$ cat config.mk
export PLATFORM = sky130hd
export DESIGN_NAME = serdes_lane_link_status
export DESIGN_NICKNAME = d
export VERILOG_FILES = /design/src/lane_flags_pkg.sv /design/src/serdes_lane_link_status.sv
export VERILOG_INCLUDE_DIRS = /design/src /design/src/src
export SDC_FILE = /design/constraint.sdc
export NUM_CORES = 1
export LEC_CHECK = 0
export BUFFER_PORTS_ARGS = -buffer_cell sky130_fd_sc_hd__buf_2
export CAP_MARGIN = 20
export CORE_AREA = 2 2 144 118
export CTS_CLUSTER_DIAMETER = 120
export CTS_CLUSTER_SIZE = 30
export DETAILED_ROUTE_END_ITERATION = 8
export DIE_AREA = 0 0 146 120
export GPL_ROUTABILITY_DRIVEN = 0
export SETUP_SLACK_MARGIN = 0.5
export SLEW_MARGIN = 20
export SYNTH_ARGS = -nofsm -noshare
export SYNTH_HDL_FRONTEND = slang
export SYNTH_SLANG_ARGS = --single-unit
$ cat constraint.sdc
create_clock -name CLK_SYS -period 1.6 [get_ports CLK_SYS]
set_clock_uncertainty 0.05 [all_clocks]
set_input_delay 0.24 -clock CLK_SYS [delete_from_list [all_inputs] [get_ports CLK_SYS]]
set_output_delay 0.24 -clock CLK_SYS [all_outputs]
set_load 0.01 [all_outputs]
$ cat src/lane_flags_defines.svh
// Constants of the lane status byte bank: offsets, bit positions, resets.
// Assumes inclusion by bare name from the package and the design file.
`ifndef LANE_FLAGS_DEFINES_SVH
`define LANE_FLAGS_DEFINES_SVH
`define LANE0_FLAGS_ADDR 12'h4b0
`define LANE1_FLAGS_ADDR 12'h4b1
`define LANE2_FLAGS_ADDR 12'h4b2
`define BIT_BAD_DISPARITY 7
`define BIT_NOT_IN_TABLE 6
`define BIT_UNEXPECTED_CONTROL 5
`define BIT_DESKEW_OK 4
`define BIT_LANE_ALIGN_OK 3
`define BIT_CONFIG_SUM_OK 2
`define BIT_FRAME_ALIGN_OK 1
`define BIT_CODE_GROUP_LOCK 0
`define FLAGS_RESET 8'h00
`define COUNT_RESET 8'h00
`define COUNT_MAX 8'hff
`define UNMAPPED_READ 8'h00
`endif

$ cat src/lane_flags_pkg.sv
// Types shared by the lane status byte bank.
// Assumes the defines header sits in the include path.
`include "lane_flags_defines.svh"
package lane_flags_pkg;
  typedef logic [7:0] flag_byte_type;
  typedef logic [7:0] error_count_type;
  typedef logic [11:0] reg_addr_type;
endpackage

$ cat src/serdes_lane_link_status.sv
// Per-lane link status bytes with error counters and threshold flags.
// Assumes lane inputs and the read port share CLK_SYS with this block.
`timescale 1ns/1ps
`default_nettype none
`include "lane_flags_defines.svh"
module serdes_lane_link_status #(
  parameter int NUM_LANES = 3
) (
  input wire logic CLK_SYS,
  input wire logic RST_N,
  input wire logic CE,
  input wire logic [NUM_LANES-1:0] BAD_DISPARITY_EVT,
  input wire logic [NUM_LANES-1:0] NOT_IN_TABLE_EVT,
  input wire logic [NUM_LANES-1:0] UNEXPECTED_CONTROL_EVT,
  input wire logic COUNT_CLEAR,
  input wire logic [7:0] ERROR_LIMIT,
  input wire logic [NUM_LANES-1:0] DESKEW_OK,
  input wire logic [NUM_LANES-1:0] LANE_ALIGN_OK,
  input wire logic [NUM_LANES-1:0] CONFIG_SUM_OK,
  input wire logic [NUM_LANES-1:0] FRAME_ALIGN_OK,
  input wire logic [NUM_LANES-1:0] CODE_GROUP_LOCK,
  input wire logic SKIP_ALIGNMENT_SEQUENCE,
  input wire logic RD_EN,
  input wire logic [11:0] RD_ADDR,
  output logic [7:0] RD_DATA,
  output logic RD_VALID
);

  // ***********************************************************
  // Parameter check.
  // ***********************************************************
  if (NUM_LANES < 1 || NUM_LANES > 16) begin : g_bad_lanes
    $error("NUM_LANES must lie between 1 and 16.");
  end

  if (`LANE0_FLAGS_ADDR + NUM_LANES > 4096) begin : g_bad_span
    $error("Lane bytes must fit in the register address space.");
  end

  // ***********************************************************
  // Storage and next values.
  // ***********************************************************
  lane_flags_pkg::flag_byte_type flags_r [NUM_LANES];
  lane_flags_pkg::flag_byte_type flags_nxt [NUM_LANES];
  lane_flags_pkg::error_count_type disp_cnt_r [NUM_LANES];
  lane_flags_pkg::error_count_type disp_cnt_nxt [NUM_LANES];
  lane_flags_pkg::error_count_type nit_cnt_r [NUM_LANES];
  lane_flags_pkg::error_count_type nit_cnt_nxt [NUM_LANES];
  lane_flags_pkg::error_count_type ctrl_cnt_r [NUM_LANES];
  lane_flags_pkg::error_count_type ctrl_cnt_nxt [NUM_LANES];
  logic [NUM_LANES-1:0] disp_full;
  logic [NUM_LANES-1:0] nit_full;
  logic [NUM_LANES-1:0] ctrl_full;
  logic align_valid;
  lane_flags_pkg::reg_addr_type rd_offset;
  logic rd_hit;
  logic [7:0] rd_data_nxt;

  // ***********************************************************
  // Skip-alignment qualifier.
  // ***********************************************************
  // Skip voids alignment bits.
  assign align_valid = !SKIP_ALIGNMENT_SEQUENCE;

  // ***********************************************************
  // Per-lane counters and status bytes.
  // ***********************************************************
  for (genvar i = 0; i < NUM_LANES; i++) begin : g_lane
    // ***********************************************************
    // Saturation detect.
    // ***********************************************************
    // A full counter holds so that it never wraps back below the limit.
    assign disp_full[i] = (disp_cnt_r[i] == `COUNT_MAX);
    assign nit_full[i] = (nit_cnt_r[i] == `COUNT_MAX);
    assign ctrl_full[i] = (ctrl_cnt_r[i] == `COUNT_MAX);

    // ***********************************************************
    // Disparity error counter.
    // ***********************************************************
    // Disparity error count.
    always_comb begin
      disp_cnt_nxt[i] = disp_cnt_r[i];
      if (COUNT_CLEAR) begin
        disp_cnt_nxt[i] = `COUNT_RESET;
      end else if (BAD_DISPARITY_EVT[i] && !disp_full[i]) begin
        disp_cnt_nxt[i] = disp_cnt_r[i] + 8'h01;
      end
    end

    always_ff @(posedge CLK_SYS or negedge RST_N) begin
      if (!RST_N) begin
        disp_cnt_r[i] <= `COUNT_RESET;
      end else if (CE) begin
        disp_cnt_r[i] <= disp_cnt_nxt[i];
      end
    end

    // ***********************************************************
    // Not-in-table error counter.
    // ***********************************************************
    // Not-in-table error count.
    always_comb begin
      nit_cnt_nxt[i] = nit_cnt_r[i];
      if (COUNT_CLEAR) begin
        nit_cnt_nxt[i] = `COUNT_RESET;
      end else if (NOT_IN_TABLE_EVT[i] && !nit_full[i]) begin
        nit_cnt_nxt[i] = nit_cnt_r[i] + 8'h01;
      end
    end

    always_ff @(posedge CLK_SYS or negedge RST_N) begin
      if (!RST_N) begin
        nit_cnt_r[i] <= `COUNT_RESET;
      end else if (CE) begin
        nit_cnt_r[i] <= nit_cnt_nxt[i];
      end
    end

    // ***********************************************************
    // Unexpected control character counter.
    // ***********************************************************
    // Control character count.
    always_comb begin
      ctrl_cnt_nxt[i] = ctrl_cnt_r[i];
      if (COUNT_CLEAR) begin
        ctrl_cnt_nxt[i] = `COUNT_RESET;
      end else if (UNEXPECTED_CONTROL_EVT[i] && !ctrl_full[i]) begin
        ctrl_cnt_nxt[i] = ctrl_cnt_r[i] + 8'h01;
      end
    end

    always_ff @(posedge CLK_SYS or negedge RST_N) begin
      if (!RST_N) begin
        ctrl_cnt_r[i] <= `COUNT_RESET;
      end else if (CE) begin
        ctrl_cnt_r[i] <= ctrl_cnt_nxt[i];
      end
    end

    // ***********************************************************
    // Status byte.
    // ***********************************************************
    // Continuous status capture.
    always_comb begin
      flags_nxt[i] = `FLAGS_RESET;
      flags_nxt[i][`BIT_BAD_DISPARITY] = (disp_cnt_r[i] >= ERROR_LIMIT);
      flags_nxt[i][`BIT_NOT_IN_TABLE] = (nit_cnt_r[i] >= ERROR_LIMIT);
      flags_nxt[i][`BIT_UNEXPECTED_CONTROL] = (ctrl_cnt_r[i] >= ERROR_LIMIT);
      flags_nxt[i][`BIT_DESKEW_OK] = DESKEW_OK[i] && align_valid;
      flags_nxt[i][`BIT_LANE_ALIGN_OK] = LANE_ALIGN_OK[i] && align_valid;
      flags_nxt[i][`BIT_CONFIG_SUM_OK] = CONFIG_SUM_OK[i] && align_valid;
      flags_nxt[i][`BIT_FRAME_ALIGN_OK] = FRAME_ALIGN_OK[i] && align_valid;
      flags_nxt[i][`BIT_CODE_GROUP_LOCK] = CODE_GROUP_LOCK[i];
    end

    always_ff @(posedge CLK_SYS or negedge RST_N) begin
      if (!RST_N) begin
        flags_r[i] <= `FLAGS_RESET;
      end else if (CE) begin
        flags_r[i] <= flags_nxt[i];
      end
    end
  end

  // ***********************************************************
  // Register read port.
  // ***********************************************************
  // Consecutive lane decode.
  assign rd_offset = RD_ADDR - `LANE0_FLAGS_ADDR;
  assign rd_hit = (RD_ADDR >= `LANE0_FLAGS_ADDR) &&
                  (rd_offset < 12'(NUM_LANES));

  // Addresses outside the lane bytes read as a fixed value.
  always_comb begin
    rd_data_nxt = `UNMAPPED_READ;
    for (int k = 0; k < NUM_LANES; k++) begin
      if (rd_hit && rd_offset == 12'(k)) begin
        rd_data_nxt = flags_r[k];
      end
    end
  end

  // ***********************************************************
  // Read answer.
  // ***********************************************************
  // Reads change nothing.
  always_ff @(posedge CLK_SYS or negedge RST_N) begin
    if (!RST_N) begin
      RD_VALID <= 1'b0;
    end else if (CE) begin
      RD_VALID <= RD_EN;
    end
  end

  // Read data holds its last value until the next taken read.
  always_ff @(posedge CLK_SYS or negedge RST_N) begin
    if (!RST_N) begin
      RD_DATA <= `UNMAPPED_READ;
    end else if (CE && RD_EN) begin
      RD_DATA <= rd_data_nxt;
    end
  end

endmodule
`default_nettype wire

==> results of run 1 <==
==> timing repair <==
action                                  4_1_cts  5_1_grt
pin swaps                                    80       56
hold buffers                                  1        0
endpoints found under the setup margin       95      101
buffers inserted                             42       20
hold endpoints to repair                     24        0
resized for setup                           133       93
==> critical path, cell delays in order, from the launching register on <==
cell      delay, ns
dfrtp_1        0.39
ha_2           0.19
nand4b_1       0.11
o221ai_2       0.12
buf_6          0.15
or4_1          0.41
a21oi_1        0.14
==> final cells by class <==
cell class	count	area (um2)	area share
well taps	220	275	0.0260
clock buffers	9	225	0.0212
inverters	37	168	0.0158
clock inverters	7	55.1	0.00519
repair buffers	237	1910	0.180
multi-input cells	623	5330	0.503
flip-flops and latches	105	2640	0.249
==> logic make-up (layout without fill, tap and decap cells) <==
group,Yosys count,after routing,share of synthesized area
DFF,105,105,0.368
muxes,8,8,0.0123
AOI/OAI and AO/OA,220,220,0.203
xor gates and xnor gates,10,10,0.0123
adders and majority gates,81,81,0.142
and+or+nand+nor,304,304,0.217
buffers and inverters,68,290,0.0458
==> registers in the layout, indices dropped and copies added (netlist names) <==
signal	cells
ctrl_cnt_r	24
disp_cnt_r	24
flags_r	24
nit_cnt_r	24
RD_DATA	8
RD_VALID	1
==> power by group <==
part           leakage [nW]  switching, mW  internal, mW
combinational          3.21           1.18          1.27
clock                 0.132           1.12          1.07
sequential             1.40          0.234          2.86
total                  4.74           2.54          5.20
==> stage by stage <==
stage / area [um2] / setup WS (ns) / hold slack, ns
global placement: 8800 / -0.0459 / 0.150
detailed placement: 8800 / -0.0666 / 0.158
global route: 10600 / -0.109 / 0.0480
finish: 10600 / -0.0438 / 0.0391
CTS: 10000 / -0.0182 / 0.0364
floorplan: 7590 / 0.0373 / -0.106
==> metal layers <==
metal	part of all wire	global-route usage	up-vias	wire length (um)
met5	0	0	-	0
met4	0.020	0.0813	0	456
met3	0.035	0.0380	41	790
met2	0.51	0.471	148	11600
met1	0.44	0.327	3521	9930
li1	-	-	3359	-
==> Yosys cell counts, types with 4 or more instances <==
cell type    n  area, um2
a31o_2      11       96.3
clkbuf_1     9       33.8
o31ai_1      8       60.1
xnor2_1      6       52.6
mux2_2       6       67.6
o21ai_1      6       30.0
or3_1       14       87.6
nand2b_1    12       75.1
nor3_1       4       20.0
nor2_1      64        240
buf_4        5       37.5
buf_2       11       55.1
o211ai_1    19        143
and4_1       4       35.0
and3_1      10       62.6
o2bb2ai_1    8       70.1
a31oi_1      7       43.8
or4_1       11       82.6
inv_1       37        139
o21ai_0     56        280
nand4_1     23        144
nand3b_1     6       45.0
nor2b_1     23        144
ha_1        81       1010
dfrtp_1    105       2630
nand4b_1     5       43.8
nand3_1     21        105
a41o_1       5       50.1
o21a_1      15        113
a21oi_1     63        315
and2_1       4       25.0
nand2_1     94        353
xor2_1       4       35.0
==> worst min path at each step <==
| stage | start | endpoint | slack (ns) | depth (start not counted) |
|---|---|---|---|---|
| 2_1_floorplan | RST_N | RD_DATA[0] | -0.11 | 0 |
| 3_3_place_gp | RST_N | flags_r[8] | 0.15 | 1 |
| 3_5_place_dp | RST_N | flags_r[8] | 0.16 | 1 |
| 4_1_cts | FRAME_ALIGN_OK[1] | flags_r[9] | 0.04 | 3 |
| 5_1_grt | FRAME_ALIGN_OK[1] | flags_r[9] | 0.05 | 3 |
| 6_report | FRAME_ALIGN_OK[1] | flags_r[9] | 0.04 | 3 |
==> run summary, run 1 <==
status: complete, but fails checks
failing checks: setup timing
core area: 16200 um2
Leakage Power: 4.74 nW
Overall Power: 7.74 mW
Seq cells post-synth: 105
Worst Setup SP: nit_cnt_r[1]
Setup CP Type: reg -> reg
placed cells: 1159
unrepaired setup endpoints after global routing: yes
most common cell after layout, fill and taps aside: buf_4
Peak Freq: 608 MHz
fin crit share: 1.03
commonest non-fill, non-tap cells in the layout: buf_4, dfrtp_1, nand2_1
Mapped Area: 7130 um2
worst-case clock buffer depth: 2
H-tree Lvls: 3
Root Buffer: clkbuf_16
Initial Utilization: 0.441
Boundary Pins: 59
diode count: 0
Hold Path Class: in -> reg
Die X: 146 um
Worst Setup End Kind: flop
worst setup margin: -0.0438 ns
Overall Global Routing Usage: 0.262
Syn Nets: 927
WL per Instance: 18.4 um
ys async rst share: 1.00
PortBufs: 58
Startpoint Class: flop
vias in the first global route: 7394
WP data arrival: 1.88 ns
Post-DP HPWL: 15.5 mm
initial antenna violation count: 0
share of cells above drive strength 1: 0.457
largest net degree at the start of global routing: 38
reg2reg path depth: 6
final slew viol count: 0
DRT Wirelength: 22.8 mm
first-pass iteration count of the detailed router: 5
CTS sink count: 105
first-pass GRT wire length: 36.8 mm
TNS Setup: -0.145 ns
worst slew pin tran: 0.624 ns
Worst EP required: 1.83 ns
Max VDD drop: 460 uV
R2R Setup Slk: -0.04 ns
post-synthesis sequential area ratio: 0.368
vias per cell: 5.71
Post-DRT Antenna Nets: 0
synth warn: 0
Slew HR: 0.581
Final nets: 1144
number of synthesized flops with an enable pin: 0
cell count after synthesis: 796
worst skew pair latency: 0.36 ns
Die Y: 120 um
Final Hold Fails: 0
via count: 7069
Final Setup Violations: 8
initial DRC count: 427
Non-Filler Instances: 1238
Remaining Overflow, GRT: 0
reg2reg start: nit_cnt_r[1]
Yosys cell types: 64
Mean Syn Cell Area: 8.96 um2
Die Footprint: 17500 um2
max cap viols: 0
Primary FF master, synth: dfrtp_1
Tmin final: 1.64 ns
final core utilization: 0.655
pwr dens: 730 nW/um2
DRC viols: 0
Fillers: 1302
Max FO, Critical Path: 9
CTS Buf Count: 9
Reg-to-Reg End: nit_cnt_r[5]
Worst Setup EP: nit_cnt_r[5]
TritonCTS clock tree: yes
Core Rows: 42
Reg clk slew, reported paths: 0.08 ns
area delta synth->final: 48.6%
Note: power is estimated with default switching activity, not from simulation.
==> run 2, diff against run 1 <==
--- a/config.mk
+++ b/config.mk
@@ -19,3 +19,4 @@
 export SYNTH_ARGS = -nofsm -noshare
 export SYNTH_HDL_FRONTEND = slang
 export SYNTH_SLANG_ARGS = --single-unit
+export TNS_END_PERCENT = 30
==> run summary, run 2 (synthesized netlist as in run 1, its figures left out) <==
status: complete, but fails checks
failing checks: setup timing
diode count: 0 (unchanged)
Remaining Overflow, GRT: 0 (unchanged)
most common cell after layout, fill and taps aside: buf_4
Die Footprint: 17500 um2 (unchanged)
CTS sink count: 105 (unchanged)
met1 usage: 0.328 (+0.000970)
Final Hold Fails: 0 (unchanged)
initial DRC count: 371 (-13%)
Initial Utilization: 0.441 (unchanged)
worst hold slack: 0.0344 ns (-0.00461 ns)
Post-DP HPWL: 14.2 mm (-8.6%)
Hold Path Class: in -> reg
Startpoint Class: flop
unrepaired setup endpoints after global routing: yes
worst-case clock buffer depth: 2 (unchanged)
Place WS: -0.170 ns (-0.104 ns)
NetSw: 2.36 mW (-7.3%)
max incr delay on CP: 0.48 ns (+0.07 ns)
WP data arrival: 1.89 ns (about the same)
met3 usage: 0.0380 (unchanged)
worst skew pair latency: 0.36 ns (about the same)
Sw Share: 0.307 (-0.0211)
Flop pwr share: 0.401 (about the same)
Worst EP required: 1.84 ns (about the same)
worst slew pin tran: 0.605 ns (-0.0186 ns)
Clock Power Share: 0.301 (+0.018)
Final Setup Violations: 12 (+4)
vias per cell: 5.68 (-0.56%)
DRT Wirelength: 21.5 mm (-5.8%)
first-pass iteration count of the detailed router: 5 (unchanged)
Post-DRT Antenna Nets: 0 (unchanged)
PortBufs: 58 (unchanged)
core area: 16200 um2 (unchanged)
Comb pwr share: 0.298 (-0.019)
post-route cell area: 10100 um2 (-4.7%)
Tmin final: 1.65 ns (+0.00538 ns)
Worst Setup End Kind: flop
Die X: 146 um (unchanged)
Slowest-stage cell, CP: or4_1
Leakage Power: 4.56 nW (-3.8%)
Max FO, Critical Path: 5 (-4)
Peak Freq: 606 MHz (-0.33%)
Core Rows: 42 (unchanged)
max cap viols: 0 (unchanged)
WP buf/inv: 0 (-1)
GRT met2 Usage: 0.407 (-0.0646)
largest net degree at the start of global routing: 106 (+180%)
commonest non-fill, non-tap cells in the layout: buf_4, dfrtp_1, nand2_1
area delta synth->final: 41.6%
Max VDD drop: 528 uV (+15%)
Reg clk slew, reported paths: 0.07 ns (about the same)
initial antenna violation count: 0 (unchanged)
Setup CP Type: reg -> reg
fin crit share: 1.03 (+0.00336)
pwr dens: 760 nW/um2 (+4.0%)
worst setup margin: -0.0491 ns (-0.00538 ns)
share of cells above drive strength 1: 0.395 (-0.0620)
Worst path top cell family by delay: simple AND/OR/NAND/NOR gates
Boundary Pins: 59 (unchanged)
CTS Buf Count: 9 (unchanged)
Root Buffer: clkbuf_16
DRC viols: 0 (unchanged)
final core utilization: 0.624 (-0.0309)
Die Y: 120 um (unchanged)
Overall Global Routing Usage: 0.247 (-0.0154)
final slew viol count: 0 (unchanged)
first-pass GRT wire length: 34.5 mm (-6.4%)
GR peak layer: met2
H-tree Lvls: 3 (unchanged)
WL per Instance: 17.8 um (-3.5%)
Critical Path, Cell by Cell: ha_2 -> nand4b_1 -> o21ai_4 -> or4_1 -> a21oi_1
TritonCTS clock tree: yes
DP Area: 8460 um2 (-3.9%)
P_int: 5.32 mW (+2.2%)
vias in the first global route: 6871 (-7.1%)
Final nets: 1114 (-2.6%)
Slew HR: 0.594 (+0.0125)
via count: 6859 (-3.0%)
[run 2: cell count changes in the layout (fill, tap and decap cells not counted), moves of 5 or more]
cell     previous run  this run
nand2_2            11         4
a21oi_2            34        29
ha_4               23        17
buf_6              44        32
o21ai_2            11         6
buf_4             127       107
dfrtp_2            11         6
dfrtp_1            94        99
o21ai_0            12        29
a21oi_1            29        35
o21ai_1            36        26
nand2_1            78        89
[run 2: power groups by stage]
stage / Clock (mW) / Combinational, mW / Sequential, mW
after CTS: 2.37 / 2.05 / 3.07
after detailed placement: 0 / 1.59 / 3.09
after global placement: 0 / 1.53 / 3.08
final: 2.31 / 2.29 / 3.08
after floorplan: 0 / 0.886 / 3.09
after global routing: 2.44 / 2.51 / 3.10
[run 2: cell type report]
type	instances	area [um2]
Clock buffer	11	243
Clock inverter	5	53.8
Timing Repair Buffer	205	1670
Multi-Input combinational cell	625	5060
Inverter	37	163
Fill cell	1382	6080
Sequential cell	105	2640
Tap cell	220	275
[run 2: repair_timing]
| action | CTS | global route |
|---|---|---|
| hold buffers | 1 | 0 |
| setup endpoints to repair | 106 | 107 |
| pin swaps | 117 | 107 |
| hold endpoints to repair | 105 | 0 |
| buffers inserted | 31 | 16 |
| gates cloned | 2 | 2 |
| gates resized for setup | 133 | 82 |
[run 2: per-stage QoR]
stage	setup TNS, ns	instances	power [mW]
2_1_floorplan	0	796	3.97
5_1_grt	-1.45	1208	8.05
3_5_place_dp	-1.81	1140	4.68
3_3_place_gp	-0.559	1140	4.61
4_1_cts	-0.0222	1190	7.49
6_report	-0.288	1208	7.67
[run 2: worst reg2reg max path: cells and delay by family (launching register included)]
kind,cells,cell delay (ns)
and+or+nand+nor,2,0.71
DFF,1,0.38
AOI/OAI and AO/OA,2,0.24
adders and majority gates,1,0.19
[run 2: final timing paths]
check | start | to | slack (ns) | cells after the start
max | ctrl_cnt_r[17] | ctrl_cnt_r[21] | -0.05 | 5
min | FRAME_ALIGN_OK[0] | flags_r[17] | 0.03 | 3
max reg2reg | ctrl_cnt_r[17] | ctrl_cnt_r[21] | -0.05 | 5
min reg2reg | RD_DATA[6] | RD_DATA[6] | 0.41 | 2
max in group asynchronous | RST_N | ctrl_cnt_r[0] | 0.60 | 3
min in group asynchronous | RST_N | RD_DATA[3] | 0.45 | 3
[run 2: metal layers]
layer  vias to the layer above  routed length [um]
met5                         -                   0
met4                         0                 639
met3                        51                 948
met2                       170               10300
met1                      3345                9600
li1                       3293                   -
==> run 3, diff against run 2 <==
--- a/config.mk
+++ b/config.mk
@@ -8,12 +8,13 @@
 export LEC_CHECK = 0
 export BUFFER_PORTS_ARGS = -buffer_cell sky130_fd_sc_hd__buf_2
 export CAP_MARGIN = 20
-export CORE_AREA = 2 2 144 118
+export CORE_AREA = 2 2 137 112
 export CTS_CLUSTER_DIAMETER = 120
 export CTS_CLUSTER_SIZE = 30
 export DETAILED_ROUTE_END_ITERATION = 8
-export DIE_AREA = 0 0 146 120
+export DIE_AREA = 0 0 139 114
 export GPL_ROUTABILITY_DRIVEN = 0
+export PLACE_DENSITY = 0.7
 export SETUP_SLACK_MARGIN = 0.5
 export SLEW_MARGIN = 20
 export SYNTH_ARGS = -nofsm -noshare
==> run summary, run 3 (synthesized netlist as in run 1, its figures left out) <==
Flop pwr share: 0.403 (+0.002)
DRC viols: 0 (unchanged)
pwr dens: 784 nW/um2 (+3.2%)
commonest non-fill, non-tap cells in the layout: dfrtp_1, buf_4, nand2_1
met3 usage: 0.0386 (+0.000600)
Overall Power: 7.62 mW (-0.75%)
Clock Power Share: 0.309 (+0.008)
H-tree Lvls: 3 (unchanged)
Startpoint Class: flop
initial antenna violation count: 0 (unchanged)
Comb pwr share: 0.288 (-0.010)
largest net degree at the start of global routing: 30 (-72%)
Die X: 139 um (-4.8%)
most common cell after layout, fill and taps aside: dfrtp_1
Final nets: 1097 (-1.5%)
first-pass iteration count of the detailed router: 5 (unchanged)
vias in the first global route: 6348 (-7.6%)
Leakage Power: 4.44 nW (-2.5%)
post-route cell area: 9720 um2 (-3.8%)
final slew viol count: 0 (unchanged)
WL per Instance: 17.7 um (-0.81%)
Final Hold Fails: 0 (unchanged)
TritonCTS clock tree: yes
Root Buffer: clkbuf_16
Hold Path Class: in -> reg
failing checks: setup timing
GR peak layer: met2
Die Y: 114 um (-5.0%)
status: complete, but fails checks
Max FO, Critical Path: 3 (-2)
Reg clk slew, reported paths: 0.07 ns (about the same)
Remaining Overflow, GRT: 0 (unchanged)
worst setup margin: -0.0433 ns (+0.00581 ns)
Boundary Pins: 59 (unchanged)
worst hold slack: 0.0407 ns (+0.00623 ns)
Tmin final: 1.64 ns (-0.00581 ns)
Setup CP Type: reg -> reg
first-pass GRT wire length: 32.5 mm (-5.7%)
Max VDD drop: 606 uV (+15%)
worst skew pair latency: 0.36 ns (about the same)
Overall Global Routing Usage: 0.255 (+0.00815)
initial DRC count: 405 (+9.2%)
core area: 14600 um2 (-9.7%)
DP Area: 8460 um2 (about the same)
vias per cell: 5.79 (+1.9%)
final core utilization: 0.665 (+0.0409)
Worst Setup End Kind: flop
worst slew pin tran: 0.624 ns (+0.0192 ns)
Post-DP HPWL: 13.7 mm (-3.4%)
PortBufs: 58 (unchanged)
Sw Share: 0.300 (-0.00689)
Final Setup Violations: 8 (-4)
NetSw: 2.28 mW (-3.0%)
Die Footprint: 15800 um2 (-9.6%)
met1 usage: 0.357 (+0.0284)
CTS Buf Count: 9 (unchanged)
TNS Setup: -0.177 ns (+0.111 ns)
GRT met2 Usage: 0.416 (+0.00922)
area delta synth->final: 36.2%
diode count: 0 (unchanged)
Initial Utilization: 0.488 (+0.0474)
P_int: 5.33 mW (+0.24%)
WP data arrival: 1.84 ns (-0.05 ns)
Worst EP required: 1.80 ns (-0.04 ns)
CTS sink count: 105 (unchanged)
DRT Wirelength: 20.5 mm (-4.7%)
Post-DRT Antenna Nets: 0 (unchanged)
max cap viols: 0 (unchanged)
share of cells above drive strength 1: 0.359 (-0.0353)
Core Rows: 40 (-4.8%)
fin crit share: 1.03 (-0.00363)
unrepaired setup endpoints after global routing: yes
Peak Freq: 609 MHz (+0.35%)
Slew HR: 0.581 (-0.0129)
worst-case clock buffer depth: 2 (unchanged)
via count: 6712 (-2.1%)
[run 3: path summary, 6_finish.rpt]
path | start | to | slack [ns] | depth (start not counted)
min in group asynchronous | RST_N | RD_VALID | 0.31 | 2
max in group asynchronous | RST_N | disp_cnt_r[10] | 0.67 | 3
hold / removal | CONFIG_SUM_OK[1] | flags_r[10] | 0.04 | 3
setup reg to reg | nit_cnt_r[8] | nit_cnt_r[10] | -0.04 | 6
setup / recovery | nit_cnt_r[8] | nit_cnt_r[10] | -0.04 | 6
hold reg to reg | RD_DATA[2] | RD_DATA[2] | 0.43 | 2
[run 3: what timing repair did]
action | in CTS | in global routing
hold buffers | 1 | 0
hold endpoints to repair | 24 | 0
cloned | 2 | 0
pin swaps | 102 | 89
setup endpoints to repair | 106 | 106
resized for setup | 107 | 67
setup buffers | 12 | 18
[run 3: metrics by stage]
| stage | std cells | setup WS (ns) |
|---|---|---|
| finish | 1160 | -0.0433 |
| global route | 1160 | -0.124 |
| CTS | 1142 | -0.00746 |
| detailed placement | 1111 | -0.123 |
| global placement | 1111 | -0.100 |
| floorplan | 796 | 0.0373 |
[run 3: area by class of cell]
class | instances | area, um2
sequential | 105 | 2640
clock inverter | 2 | 35.0
multi-input combinational | 624 | 4870
timing repair buffer | 189 | 1510
inverter | 37 | 158
fill | 1160 | 4890
clock buffer | 14 | 274
tap | 189 | 236
[run 3: power by group through the flow]
stage / sequential (mW) / combinational [mW] / clock [mW]
4_1_cts: 3.06 / 1.90 / 2.37
2_1_floorplan: 3.09 / 0.886 / 0
3_3_place_gp: 3.08 / 1.56 / 0
3_5_place_dp: 3.09 / 1.60 / 0
6_report: 3.07 / 2.19 / 2.35
5_1_grt: 3.10 / 2.41 / 2.46
[run 3: worst max-delay path, stage by stage, from the launching register on]
cell and delay (ns):
dfrtp_1 0.37, ha_2 0.20, nand4b_1 0.23, buf_4 0.22, o211ai_1 0.23, xor2_1 0.17, nor2_1 0.06
[run 3: routing by layer]
layer  vias to the layer above  wire [um]
li1                       3267          -
met1                      3252       9530
met2                       159       9730
met3                        34        835
met4                         0        379
met5                         -          0
